## src/include/hv_boost_pkg.sv

```systemverilog
// constants and carrier types for the high-voltage output boost control
//
// Behaviour
// - word bit 0 picks destination: 0 loads configuration, 1 loads mask
// - mask bits 21..1 give one flag per line; set drives high
// - mask bits 23 and 22 do nothing and read as zero
// - power-on reset clears every implemented mask bit
// - lines 19 and 20 only work on the variant without boost
// - three-bit level code in configuration picks boost target voltage
// - two-bit limit code in configuration picks maximum boost current
// - switching input gates the switch, regulated by level and limit
// - host may send new level and limit codes at any time
// - after boost enable, hold lowest limit for 16384 switching cycles
// - when soft-start count expires, apply the selected limit code
// - soft-start disable flag set applies selected limit at once
// - lowering level while active turns discharge on until target
// - raising the level leaves discharge off
// - data shifts in msb first on falling serial clock edges
// - rising strobe edge copies shift register into selected latch
// - strobe high ignores clocks; strobe falling clears shift register
// - output gate low forces all lines low, high follows mask
package hv_boost_pkg;

  // ----------------------------------------------------------------------
  // serial word layout
  // ----------------------------------------------------------------------
  localparam int WORD_W = 24;
  localparam int SEL_BIT = 0;
  localparam int MASK_LSB = 1;
  localparam int LINES = 21;
  localparam int LEVEL_LSB = 1;
  localparam int LIMIT_LSB = 4;
  localparam int SOFT_OFF_BIT = 6;
  localparam int SYNC_BIT = 7;
  localparam int LIMIT_OFF_BIT = 8;

  // ----------------------------------------------------------------------
  // codes, counts and reset values
  // ----------------------------------------------------------------------
  localparam logic [2:0] LEVEL_OFF = 3'h0;
  localparam logic [1:0] LIMIT_SOFT = 2'h0;
  localparam int SOFT_START_OSC_CYCLES = 16384;
  localparam logic [WORD_W-1:0] WORD_RESET = 24'h000000;
  localparam logic [LINES-1:0] MASK_RESET = 21'h000000;

  // configuration latch contents
  typedef struct packed {
    logic limit_disable;
    logic sync_release;
    logic soft_start_disable;
    logic [1:0] current_limit_code;
    logic [2:0] boost_level_code;
  } cfg_s;

  localparam cfg_s CFG_RESET = '0;

endpackage : hv_boost_pkg

```

## src/logic/hv_output_boost_control.sv

```systemverilog
// serial loader, line latches and boost control state machine
`timescale 1ns/10ps
module hv_output_boost_control #(
  parameter bit HAS_BOOST = 1'b1,
  parameter int SOFT_CYCLES = hv_boost_pkg::SOFT_START_OSC_CYCLES
) (
  input wire logic clk,
  input wire logic rst_n,
  input wire logic sclk,
  input wire logic sdin,
  input wire logic latch_strobe,
  input wire logic out_gate,
  input wire logic switch_drive_input,
  input wire logic rail_at_target,
  input wire logic current_at_limit,
  output logic [hv_boost_pkg::LINES-1:0] hv_lines,
  output logic [hv_boost_pkg::WORD_W-1:0] mask_word,
  output hv_boost_pkg::cfg_s cfg_word,
  output logic [1:0] active_limit_code,
  output logic switch_gate,
  output logic discharge_en,
  output logic soft_start_active
);
  import hv_boost_pkg::*;

  localparam int CNT_W = $clog2(SOFT_CYCLES + 1);
  localparam logic [CNT_W-1:0] CNT_LAST = CNT_W'(SOFT_CYCLES - 1);

  // ----------------------------------------------------------------------
  // input synchronisers
  // ----------------------------------------------------------------------
  // every pin passes two flops; a third stage gives edge detection
  logic [6:0] pin_in;
  logic [6:0] sync1_q;
  logic [6:0] sync2_q;
  logic [6:0] sync3_q;
  assign pin_in = {current_at_limit, rail_at_target, switch_drive_input,
                   out_gate, latch_strobe, sdin, sclk};

  always_ff @(posedge clk or negedge rst_n) begin
    if (!rst_n) begin
      sync1_q <= 7'h04; // strobe idles high: no false edge after reset
      sync2_q <= 7'h04;
      sync3_q <= 7'h04;
    end else begin
      sync1_q <= pin_in;
      sync2_q <= sync1_q;
      sync3_q <= sync2_q;
    end
  end

  logic sclk_fall;
  logic din_s;
  logic stb_s;
  logic stb_rise;
  logic stb_fall;
  logic oe_s;
  logic osc_s;
  logic osc_rise;
  logic at_target_s;
  logic at_limit_s;
  assign sclk_fall = sync3_q[0] & ~sync2_q[0];
  assign din_s = sync2_q[1];
  assign stb_s = sync2_q[2];
  assign stb_rise = sync2_q[2] & ~sync3_q[2];
  assign stb_fall = ~sync2_q[2] & sync3_q[2];
  assign oe_s = sync2_q[3];
  assign osc_s = sync2_q[4];
  assign osc_rise = sync2_q[4] & ~sync3_q[4];
  assign at_target_s = sync2_q[5];
  assign at_limit_s = sync2_q[6];

  // ----------------------------------------------------------------------
  // shift register and latches
  // ----------------------------------------------------------------------
  logic [WORD_W-1:0] shift_q, shift_d;
  logic [LINES-1:0] mask_q, mask_d;
  cfg_s cfg_q, cfg_d;

  // falling-edge sampling keeps data stable; the host moves it while high
  always_comb begin
    shift_d = shift_q;
    mask_d = mask_q;
    cfg_d = cfg_q;
    if (stb_fall) begin
      shift_d = WORD_RESET;
    end else if (!stb_s && sclk_fall) begin
      shift_d = {shift_q[WORD_W-2:0], din_s};
    end
    if (stb_rise) begin
      if (shift_q[SEL_BIT]) begin
        mask_d = shift_q[MASK_LSB +: LINES];
      end else begin
        cfg_d = cfg_s'(shift_q[LIMIT_OFF_BIT:LEVEL_LSB]);
      end
    end
  end

  always_ff @(posedge clk or negedge rst_n) begin
    if (!rst_n) begin
      shift_q <= WORD_RESET;
      mask_q <= MASK_RESET;
      cfg_q <= CFG_RESET;
    end else begin
      shift_q <= shift_d;
      mask_q <= mask_d;
      cfg_q <= cfg_d;
    end
  end

  // ----------------------------------------------------------------------
  // line drivers
  // ----------------------------------------------------------------------
  logic [LINES-1:0] lines_q, lines_d;
  logic [WORD_W-1:0] word_q, word_d;

  // the gate pin cycles lines without reloading the mask
  always_comb begin
    lines_d = oe_s ? mask_q : MASK_RESET;
    // top lines dead on boost part
    if (HAS_BOOST) begin
      lines_d[LINES-1:LINES-2] = 2'h0;
    end
    word_d = {2'h0, mask_q, 1'b1};
  end

  always_ff @(posedge clk or negedge rst_n) begin
    if (!rst_n) begin
      lines_q <= MASK_RESET;
      word_q <= WORD_RESET;
    end else begin
      lines_q <= lines_d;
      word_q <= word_d;
    end
  end

  // ----------------------------------------------------------------------
  // soft start
  // ----------------------------------------------------------------------
  typedef enum logic [1:0] {SS_IDLE, SS_RUN, SS_DONE} ss_e;
  ss_e ss_q, ss_d;
  logic [CNT_W-1:0] cnt_q, cnt_d;
  logic [2:0] prev_level_q;
  logic enabled;
  logic start_evt;
  logic [1:0] limit_q, limit_d;
  logic ss_run_q, ss_run_d;
  assign enabled = cfg_q.boost_level_code != LEVEL_OFF;
  assign start_evt = enabled && prev_level_q == LEVEL_OFF;

  // counts switching-input cycles, not clk, so the interval tracks the pwm
  always_comb begin
    ss_d = ss_q;
    cnt_d = cnt_q;
    case (ss_q)
      SS_IDLE: begin
        ss_d = SS_IDLE;
      end
      SS_RUN: begin
        if (osc_rise) begin
          if (cnt_q == CNT_LAST) begin
            ss_d = SS_DONE;
          end else begin
            cnt_d = cnt_q + 1'b1;
          end
        end
      end
      SS_DONE: begin
        ss_d = SS_DONE;
      end
      default: begin
        ss_d = SS_IDLE;
      end
    endcase
    if (!enabled) begin
      ss_d = SS_IDLE;
    end
    if (start_evt) begin
      ss_d = cfg_q.soft_start_disable ? SS_DONE : SS_RUN;
      cnt_d = '0;
    end
    ss_run_d = ss_d == SS_RUN;
    if (ss_q == SS_RUN && !cfg_q.soft_start_disable) begin
      limit_d = LIMIT_SOFT;
    end else begin
      limit_d = cfg_q.current_limit_code;
    end
  end

  always_ff @(posedge clk or negedge rst_n) begin
    if (!rst_n) begin
      ss_q <= SS_IDLE;
      cnt_q <= '0;
      limit_q <= LIMIT_SOFT;
      ss_run_q <= 1'b0;
    end else begin
      ss_q <= ss_d;
      cnt_q <= cnt_d;
      limit_q <= limit_d;
      ss_run_q <= ss_run_d;
    end
  end

  // ----------------------------------------------------------------------
  // regulation and discharge
  // ----------------------------------------------------------------------
  logic stop_q, stop_d;
  logic gate_q, gate_d;
  logic dis_q, dis_d;
  logic lowered;
  logic raised;
  assign lowered = prev_level_q != LEVEL_OFF &&
                   cfg_q.boost_level_code < prev_level_q;
  assign raised = cfg_q.boost_level_code > prev_level_q;

  always_comb begin
    // release waits for an osc rise only when sync release is set
    stop_d = stop_q;
    if (!at_target_s) begin
      stop_d = 1'b0;
    end else if (!cfg_q.sync_release || osc_rise) begin
      stop_d = 1'b1;
    end
    gate_d = osc_s && enabled && HAS_BOOST && !stop_q &&
             !(at_limit_s && !cfg_q.limit_disable);
    dis_d = dis_q;
    if (at_target_s || !enabled) begin
      dis_d = 1'b0;
    end
    if (raised) begin
      dis_d = 1'b0;
    end
    // lowering starts discharge; set beats clear
    if (lowered && enabled && HAS_BOOST) begin
      dis_d = 1'b1;
    end
  end

  always_ff @(posedge clk or negedge rst_n) begin
    if (!rst_n) begin
      prev_level_q <= LEVEL_OFF;
      stop_q <= 1'b0;
      gate_q <= 1'b0;
      dis_q <= 1'b0;
    end else begin
      prev_level_q <= cfg_q.boost_level_code;
      stop_q <= stop_d;
      gate_q <= gate_d;
      dis_q <= dis_d;
    end
  end

  assign hv_lines = lines_q;
  assign mask_word = word_q;
  assign cfg_word = cfg_q;
  assign active_limit_code = limit_q;
  assign switch_gate = gate_q;
  assign discharge_en = dis_q;
  assign soft_start_active = ss_run_q;

  // ----------------------------------------------------------------------
  // assertions
  // ----------------------------------------------------------------------
  a_cfg_select: assert property (@(posedge clk)
    disable iff (!rst_n) stb_rise && !shift_q[SEL_BIT] |=>
    cfg_q == $past(shift_q[8:1]) && mask_q == $past(mask_q))
    else $error("config word not loaded");
  a_mask_select: assert property (@(posedge clk)
    disable iff (!rst_n) stb_rise && shift_q[SEL_BIT] |=>
    mask_q == $past(shift_q[21:1]) && cfg_q == $past(cfg_q))
    else $error("mask word not loaded");
  a_top_bits_zero: assert property (@(posedge clk)
    disable iff (!rst_n) mask_word[23:22] == 2'h0)
    else $error("unimplemented bits not zero");
  a_reset_clear: assert property (@(posedge clk)
    $rose(rst_n) |-> mask_q == MASK_RESET && hv_lines == MASK_RESET)
    else $error("mask not cleared by reset");
  a_boost_lines: assert property (@(posedge clk)
    disable iff (!rst_n) HAS_BOOST |-> hv_lines[20:19] == 2'h0)
    else $error("lines 19/20 driven on boost part");
  a_gate_low: assert property (@(posedge clk)
    disable iff (!rst_n) !oe_s |=> hv_lines == MASK_RESET)
    else $error("lines not forced low");
  a_gate_follow: assert property (@(posedge clk)
    disable iff (!rst_n) oe_s |=> hv_lines[18:0] == $past(mask_q[18:0]))
    else $error("lines do not follow mask");
  a_strobe_hold: assert property (@(posedge clk)
    disable iff (!rst_n) stb_s && !stb_fall |=> shift_q == $past(shift_q))
    else $error("shift moved while strobe high");
  a_strobe_clear: assert property (@(posedge clk)
    disable iff (!rst_n) stb_fall |=> shift_q == WORD_RESET)
    else $error("shift not cleared");
  a_shift_in: assert property (@(posedge clk)
    disable iff (!rst_n) !stb_s && !stb_fall && sclk_fall |=>
    shift_q == {$past(shift_q[22:0]), $past(din_s)})
    else $error("bad shift");
  a_soft_limit: assert property (@(posedge clk)
    disable iff (!rst_n) ss_q == SS_RUN && !cfg_q.soft_start_disable |=>
    limit_q == LIMIT_SOFT)
    else $error("soft limit not held");
  a_soft_start_disable_limit: assert property (@(posedge clk)
    disable iff (!rst_n) cfg_q.soft_start_disable |=>
    limit_q == $past(cfg_q.current_limit_code))
    else $error("selected limit not applied");
  a_soft_restart: assert property (@(posedge clk)
    disable iff (!rst_n) start_evt |=> cnt_q == '0 &&
    (ss_q == SS_RUN) != $past(cfg_q.soft_start_disable))
    else $error("soft start not restarted");
  a_discharge_on: assert property (@(posedge clk)
    disable iff (!rst_n) lowered && enabled && HAS_BOOST |=> dis_q)
    else $error("discharge not started");
  a_raise_off: assert property (@(posedge clk)
    disable iff (!rst_n) raised |=> !dis_q)
    else $error("discharge on after raise");
  a_switch_idle: assert property (@(posedge clk)
    disable iff (!rst_n) !osc_s || !enabled |=> !gate_q)
    else $error("switch on without pwm");

endmodule : hv_output_boost_control

```

## config.mk

```make
export PLATFORM = sky130hd
export DESIGN_NAME = hv_output_boost_control
export DESIGN_NICKNAME = d
export VERILOG_FILES = /design/src/include/hv_boost_pkg.sv /design/src/logic/hv_output_boost_control.sv
export SDC_FILE = /design/constraint.sdc
export NUM_CORES = 1
export LEC_CHECK = 0
export ABC_AREA = 1
export ABC_CLOCK_PERIOD_IN_PS = 4300
export BUFFER_PORTS_ARGS = -buffer_cell sky130_fd_sc_hd__buf_2
export CORE_UTILIZATION = 46
export CTS_CLUSTER_DIAMETER = 40
export CTS_CLUSTER_SIZE = 16
export DETAILED_ROUTE_END_ITERATION = 7
export PLACE_DENSITY = 0.68
export SLEW_MARGIN = 0
export SYNTH_ARGS = -nofsm -noshare
export SYNTH_HDL_FRONTEND = slang
export SYNTH_SLANG_ARGS = --single-unit
```

## constraint.sdc

```tcl
create_clock -name clk -period 4.3 [get_ports clk]
set_clock_uncertainty 0.05 [all_clocks]
set_input_delay 0.43 -clock clk [delete_from_list [all_inputs] [get_ports clk]]
set_output_delay 0.43 -clock clk [all_outputs]
set_load 0.03 [all_outputs]
```

======== Word-level counts from Yosys, hierarchy flattened ========
Cells that the tools add are included.
storage, ports and cells
  bits in latches ......................... 0
  memory bits (read-only) ................. 0
  output and inout bits ................... 58
  bits of input ports ..................... 9
  register bits ........................... 137
  memories kept ........................... 0
  bits in writable memories ............... 0
  logic and storage cells ................. 85
operators by class
  order comparisons ....................... 2
  muxes and demuxes ....................... 19
  shift-type cells ........................ 0
  equality and inequality tests ........... 6
  add/subtract/negate cells ............... 1
  divide/modulo/power cells ............... 0
  reductions and logical operators ........ 28
  $mul .................................... 0
  bitwise operators ....................... 9
operators by type and width
  cell                                                   count
  2-to-1 mux 15 bit                                      4
  2-to-1 mux 22 bit                                      2
  2-to-1 mux 19 bit                                      1
  adder 15 x 1 -> 15 bit, second input constant          1
  equality test 15 x 14 -> 1 bit, second input constant  1
  2-to-1 mux 2 bit                                       6
  logical AND 1 bit                                      9
  nonzero test 3 bit                                     3
  zero test 1 bit                                        7
  nonzero test 2 bit                                     3
  2-to-1 mux 1 bit                                       5
  NOT 1 bit                                              5
  AND 1 bit                                              4
  equality test 2 x 1 -> 1 bit, second input constant    2
  case mux 2 bit (2 select lines)                        1
  AND reduction 2 bit                                    2
  greater-than comparator 3 bit                          1
  zero test 3 bit                                        1
  less-than comparator 3 bit                             1
  AND reduction 3 bit                                    1
  equality test 2 bit, second input constant             1
  logical OR 1 bit                                       2
  != test 2 x 1 -> 1 bit, second input constant          1
  != test 2 bit, second input constant                   1

======== Logic depth before layout (Yosys ltp) ========
  depth in word-level cells ............... 7
  mapped depth ............................ 11
  depth with buffers taken out ............ 10

======== Worst setup path after synthesis ========
OpenSTA, ideal clock, no wires.
  path kind ............................... reg2reg
  from .................................... register cnt_q[0]
  to ...................................... register cnt_q[10]
  path buffers ............................ 1
  period minus slack after synthesis ...... 1611 ps
  setup time .............................. 117 ps
  setup slack ............................. 2689 ps
  arrival ................................. 1444 ps
  stages on the path, launching flop included .. 11
  data required time ...................... 4133 ps
  cells stage by stage .................... dfrtp_1 ha_1 nand3_1 nor2_4 nand2_2 nand2_2 nor2_4 nor2_8 buf_8 nand2_1 nand2_1
on the way
  cells in the longest elaborated chain, start to end .. 5
  elaborated cells on any way between the ends .. 8
  classes of those cells .................. add/sub: 1; eq/ne: 2; mux: 4; reduce/logical: 1
ends and longest elaborated chain
  what                      RTL line                        source
  start: declaration        hv_output_boost_control.sv:142  logic [CNT_W-1:0] cnt_q, cnt_d;
  start signal: assignment  hv_output_boost_control.sv:198  cnt_q <= cnt_d;
  adder 15 x 1 -> 15 bit    hv_output_boost_control.sv:164  cnt_d = cnt_q + 1'b1;
  2-to-1 mux 15 bit         hv_output_boost_control.sv:161  if (cnt_q == CNT_LAST) begin
  2-to-1 mux 15 bit         hv_output_boost_control.sv:160  if (osc_rise) begin
  2-to-1 mux 15 bit         hv_output_boost_control.sv:155  case (ss_q)
  2-to-1 mux 15 bit         hv_output_boost_control.sv:178  if (start_evt) begin
Several ways; a longest one is shown, not always the timed one. The select of a mux whose other input is x is not followed.
A chain may end at the register's enable or synchronous reset.

======== Final worst setup path ========
  from .................................... register sync3_q[2]
  to ...................................... register shift_q[14]
on the way
  cells in the longest elaborated chain, start to end .. 2
  elaborated cells on any way between the ends .. 3
  classes of those cells .................. mux: 1; bitwise: 1; reduce/logical: 1
ends and longest elaborated chain
  what                                                            RTL line                        source
  start: declaration                                              hv_output_boost_control.sv:36   logic [6:0] sync3_q;
  start signal: assignment                                        hv_output_boost_control.sv:48   sync3_q <= sync2_q;
  AND 1 bit *                                                     hv_output_boost_control.sv:66   assign stb_fall = ~sync2_q[2] & sync3_q[2];
  2-to-1 mux 22 bit / nonzero test 2 bit (equally long branches)  --
  end signal: assignment                                          hv_output_boost_control.sv:105  shift_q <= shift_d;
  end: declaration                                                hv_output_boost_control.sv:76   logic [WORD_W-1:0] shift_q, shift_d;
Every way passes the cells marked *; elsewhere a longest branch is shown, timed or not.

==> tab_implementation.tex <==
\begin{tabular}{lr}
\hline
Metric & Value \\
\hline
\multicolumn{2}{l}{\textbf{Run status}} \\
Run status & finished, violations left \\
Violated checks & hold timing \\
\multicolumn{2}{l}{\textbf{Timing}} \\
Shortest clock period the worst path allows after layout & 1.93 ns \\
Max transition margin & 0.370 \\
Final-report setup violation count & 0 \\
Worst-Margin Slew & 0.945 ns \\
Post-route fraction of the period consumed by the critical path & 0.449 \\
RSZ-0062 raised after global routing & no \\
Final-report max-slew violation count & 0 \\
Worst slack on hold paths & -0.0124 ns \\
Count of endpoints failing hold in the final timing report & 17 \\
Accumulated negative setup slack & 0 ns \\
Max Freq & 518 MHz \\
\multicolumn{2}{l}{\textbf{Detailed routing}} \\
First-pass detailed-route iteration total & 4 \\
First-iteration detailed-routing DRC count & 205 \\
Total Wirelength & 9.66 mm \\
Residual antenna-violating net count after detailed routing & 0 \\
Routed vias & 3424 \\
Remaining design rule violation count & 0 \\
Post-detailed-route via-to-cell ratio & 4.86 \\
Wire per inst & 13.7 um \\
\multicolumn{2}{l}{\textbf{Clock network}} \\
CTS max path bufs & 2 \\
Post-CTS setup repair buffer count & 0 \\
H-tree depth & 4 \\
TritonCTS clock tree & yes \\
Worst skew pair latency & 0.52 ns \\
Total number of clock tree sinks & 135 \\
Number of buffers created by CTS & 17 \\
Buffer cell driving the clock tree root & clkbuf\_8 \\
Clock transition time at the flip-flop clock pins of the worst setup and hold paths & 0.06 ns \\
\multicolumn{2}{l}{\textbf{Finish}} \\
Fill count & 876 \\
Synthesis-to-layout area growth & 23.1\% \\
Proportion of layout cells with a drive suffix above 1 & 0.190 \\
Total inserted antenna cells & 0 \\
Number of nets in the finished design & 571 \\
\multicolumn{2}{l}{\textbf{Floorplanning}} \\
CORE AREA & 10500 sq um \\
Width of the die & 106 um \\
Effective utilization at floorplan & 0.480 \\
I/O pin count & 67 \\
Height of the die & 106 um \\
\# rows & 37 \\
Die Outline Area & 11300 sq um \\
\multicolumn{2}{l}{\textbf{Global routing}} \\
Congestion Overflow GR & 0 \\
Aggregate global-route resource usage & 0.187 \\
Number of antenna violations at the first check in global routing & 0 \\
Number of global-route vias before repair & 3296 \\
First-pass GRT wire length & 16.1 mm \\
Maximum number of pins on one net before global-route repair & 110 \\
\multicolumn{2}{l}{\textbf{Power}} \\
PwrDens & 480 nW/um\^{}2 \\
Clock Power Share & 0.535 \\
Portion of total power attributed to combinational logic & 0.027 \\
Internal & 0.00237 W \\
Sequential power share & 0.438 \\
Static leakage & 3.30 nW \\
IR Drop Worst-Case VDD & 347 uV \\
Switching power share of the total & 0.200 \\
Net Sw Power & 0.000594 W \\
\multicolumn{2}{l}{\textbf{Synth}} \\
Cell types with the highest counts after synthesis & dfrtp\_1 (132), nand2\_1 (100), inv\_1 (75) \\
Share of synthesized cell area in and, or, nand and nor gates & 0.148 \\
Library cell occupying the most area in the post-synthesis netlist & dfrtp\_1 \\
Main combinational cell family by area after synthesis & simple AND/OR/NAND/NOR gates \\
Library cell with the highest instance count after synthesis & dfrtp\_1 \\
EDFF count, synth & 0 \\
Top post-synthesis cells by area & dfrtp\_1 (66\%), nand2\_1 (7.5\%), inv\_1 (5.6\%), o21ai\_0 (5.2\%), nand3\_1 (3.5\%) \\
Area share of xor/xnor cells in the synthesized design & 0.0105 \\
Ys async rst share & 1.00 \\
Main synth FF type & dfrtp\_1 \\
Proportion of synthesized area in mux cells & 0 \\
Number of cells produced by synthesis & 479 \\
Fraction of the mapped netlist area in compound gates & 0.0755 \\
Flops \& latches, synth & 135 \\
Distinct cells, synth & 30 \\
Fraction of the yosys area taken by sequential cells & 0.674 \\
Top cell type's share of synthesized area & 0.658 \\
Mean instance size in the synthesized netlist & 10.5 sq um \\
Total number of yosys warnings & 0 \\
Synthesized-area fraction occupied by adder cells & 0.0150 \\
Syn Std Cell Area & 5020 sq um \\
\multicolumn{2}{l}{\textbf{Min path}} \\
Class of the most critical hold timing path & in -> async \\
\multicolumn{2}{l}{\textbf{Critical path}} \\
List of cells traversed by the critical path & inv\_1, or2\_2, nand2\_1, o21ai\_0 \\
Crit-path slowest cell & nand2\_1 \\
Buffers \& Inverters on Critical Path & 1 \\
Crit-path leading delay family & simple AND/OR/NAND/NOR gates \\
Data arrival, critical path & 2.25 ns \\
Start-to-end type of the worst setup path & reg -> reg \\
Highest net fanout along the worst path & 22 \\
Critical path startpoint category & flip-flop \\
Endpoint kind of the worst setup timing path & flip-flop \\
Largest stage delay on the critical path & 0.55 ns \\
Data required time of the critical path & 4.62 ns \\
\multicolumn{2}{l}{\textbf{Place}} \\
Final GP Congestion & 0.839 \\
Buffers on Ports & 62 \\
DP Wirelength & 6.10 mm \\
\multicolumn{2}{l}{\textbf{Flow run}} \\
Reported max-cap violation count & 0 \\
\hline
\end{tabular}
==> registers in the layout, summed over array words and instances (netlist names) <==
| name | flops |
|---|---|
| mask_word | 22 |
| shift_q | 22 |
| mask_q | 21 |
| hv_lines | 19 |
| cnt_q | 15 |
| cfg_word | 8 |
| sync1_q | 7 |
| sync2_q | 7 |
| prev_level_q | 3 |
| sync3_q | 3 |
| active_limit_code | 2 |
| ss_q | 2 |
| discharge_en | 1 |
| soft_start_active | 1 |
| stop_q | 1 |
| switch_gate | 1 |
==> power groups by stage <==
stage / registers, W / clock network (W) / logic [W]
3_3_place_gp: 0.00132 / 0 / 0.0000744
6_report: 0.00130 / 0.00159 / 0.0000790
2_1_floorplan: 0.00132 / 0 / 0.0000403
3_5_place_dp: 0.00132 / 0 / 0.0000762
5_1_grt: 0.00130 / 0.00167 / 0.0000902
4_1_cts: 0.00130 / 0.00162 / 0.0000812
==> cells by family after synthesis <==
group                    count (synthesis)
other                                    2
flip-flops                             135
AO/OA/AOI/OAI                           70
AND/OR/NAND/NOR                        166
buffers and inverters                   94
adder cells (fa/ha/maj)                  6
XOR/XNOR                                 6
==> metal layers <==
layer | up-vias | global-route usage | wire (um)
li1 | 1667 | - | -
met3 | 9 | 0.0668 | 430
met4 | 0 | 0.0646 | 94
met1 | 1669 | 0.255 | 4420
met5 | - | 0 | 0
met2 | 79 | 0.279 | 4710
==> layout make-up <==
| type | instances | area, sq um | area share |
|---|---|---|---|
| multi-input combinational | 253 | 1270 | 0.205 |
| tap | 136 | 170 | 0.0275 |
| sequential | 135 | 3380 | 0.547 |
| clock inverter | 10 | 191 | 0.0310 |
| clock buffer | 22 | 473 | 0.0765 |
| inverter | 77 | 289 | 0.0468 |
| timing repair buffer | 72 | 409 | 0.0662 |
==> repair_timing <==
item,in CTS,in global routing
gates resized for setup,0,0
endpoints found under the hold margin,7,0
hold buffers,7,0
==> layout by cell type, fill, tap and decap left out, types with 3 or more instances in the layout <==
cell           Yosys  layout
nor3_1             9       9
xor2_1             5       5
inv_1             75      75
nand3_1           35      35
buf_4              4       3
buf_2              3      61
o21ai_0           52      52
bufinv_16          0       5
conb_1             2       5
ha_1               6       6
dfstp_2            3       3
clkbuf_16          0      16
nand2_1          100     100
nand4_1            5       5
dfrtp_1          132     132
clkbuf_8           0       5
o22ai_1            9       9
nor2_1            10      10
dlygate4sd3_1      0       7
==> worst register-to-register path, stage by stage (launching register included) <==
cell and delay [ns]:
dfstp_2 0.53, inv_1 0.07, or2_2 0.40, nand2_1 0.55
o21ai_0 0.18
==> through the flow <==
step | instance area (sq um) | utilization | setup WS [ns] | cells | total power (W)
2_1_floorplan | 5030 | - | 2.69 | 482 | 0.00136
3_3_place_gp | 5450 | 0.521 | 2.44 | 666 | 0.00139
3_5_place_dp | 5450 | 0.521 | 2.37 | 666 | 0.00140
4_1_cts | 6180 | 0.591 | 2.35 | 705 | 0.00300
5_1_grt | 6180 | 0.591 | 2.21 | 705 | 0.00306
6_report | 6180 | 0.591 | 2.37 | 705 | 0.00296
==> worst paths after layout <==
check                           start     endpoint  slack [ns]  cells after the start
setup / recovery           sync3_q[2]  shift_q[14]        2.37                      4
setup reg to reg           sync3_q[2]  shift_q[14]        2.37                      4
max in group asynchronous       rst_n   sync2_q[2]        3.24                      2
hold reg to reg            sync1_q[3]   sync2_q[3]        0.30                      0
min in group clk           sync1_q[3]   sync2_q[3]        0.30                      0
hold / removal                  rst_n    mask_q[7]       -0.01                      1
(Power assumes the default switching activity.)
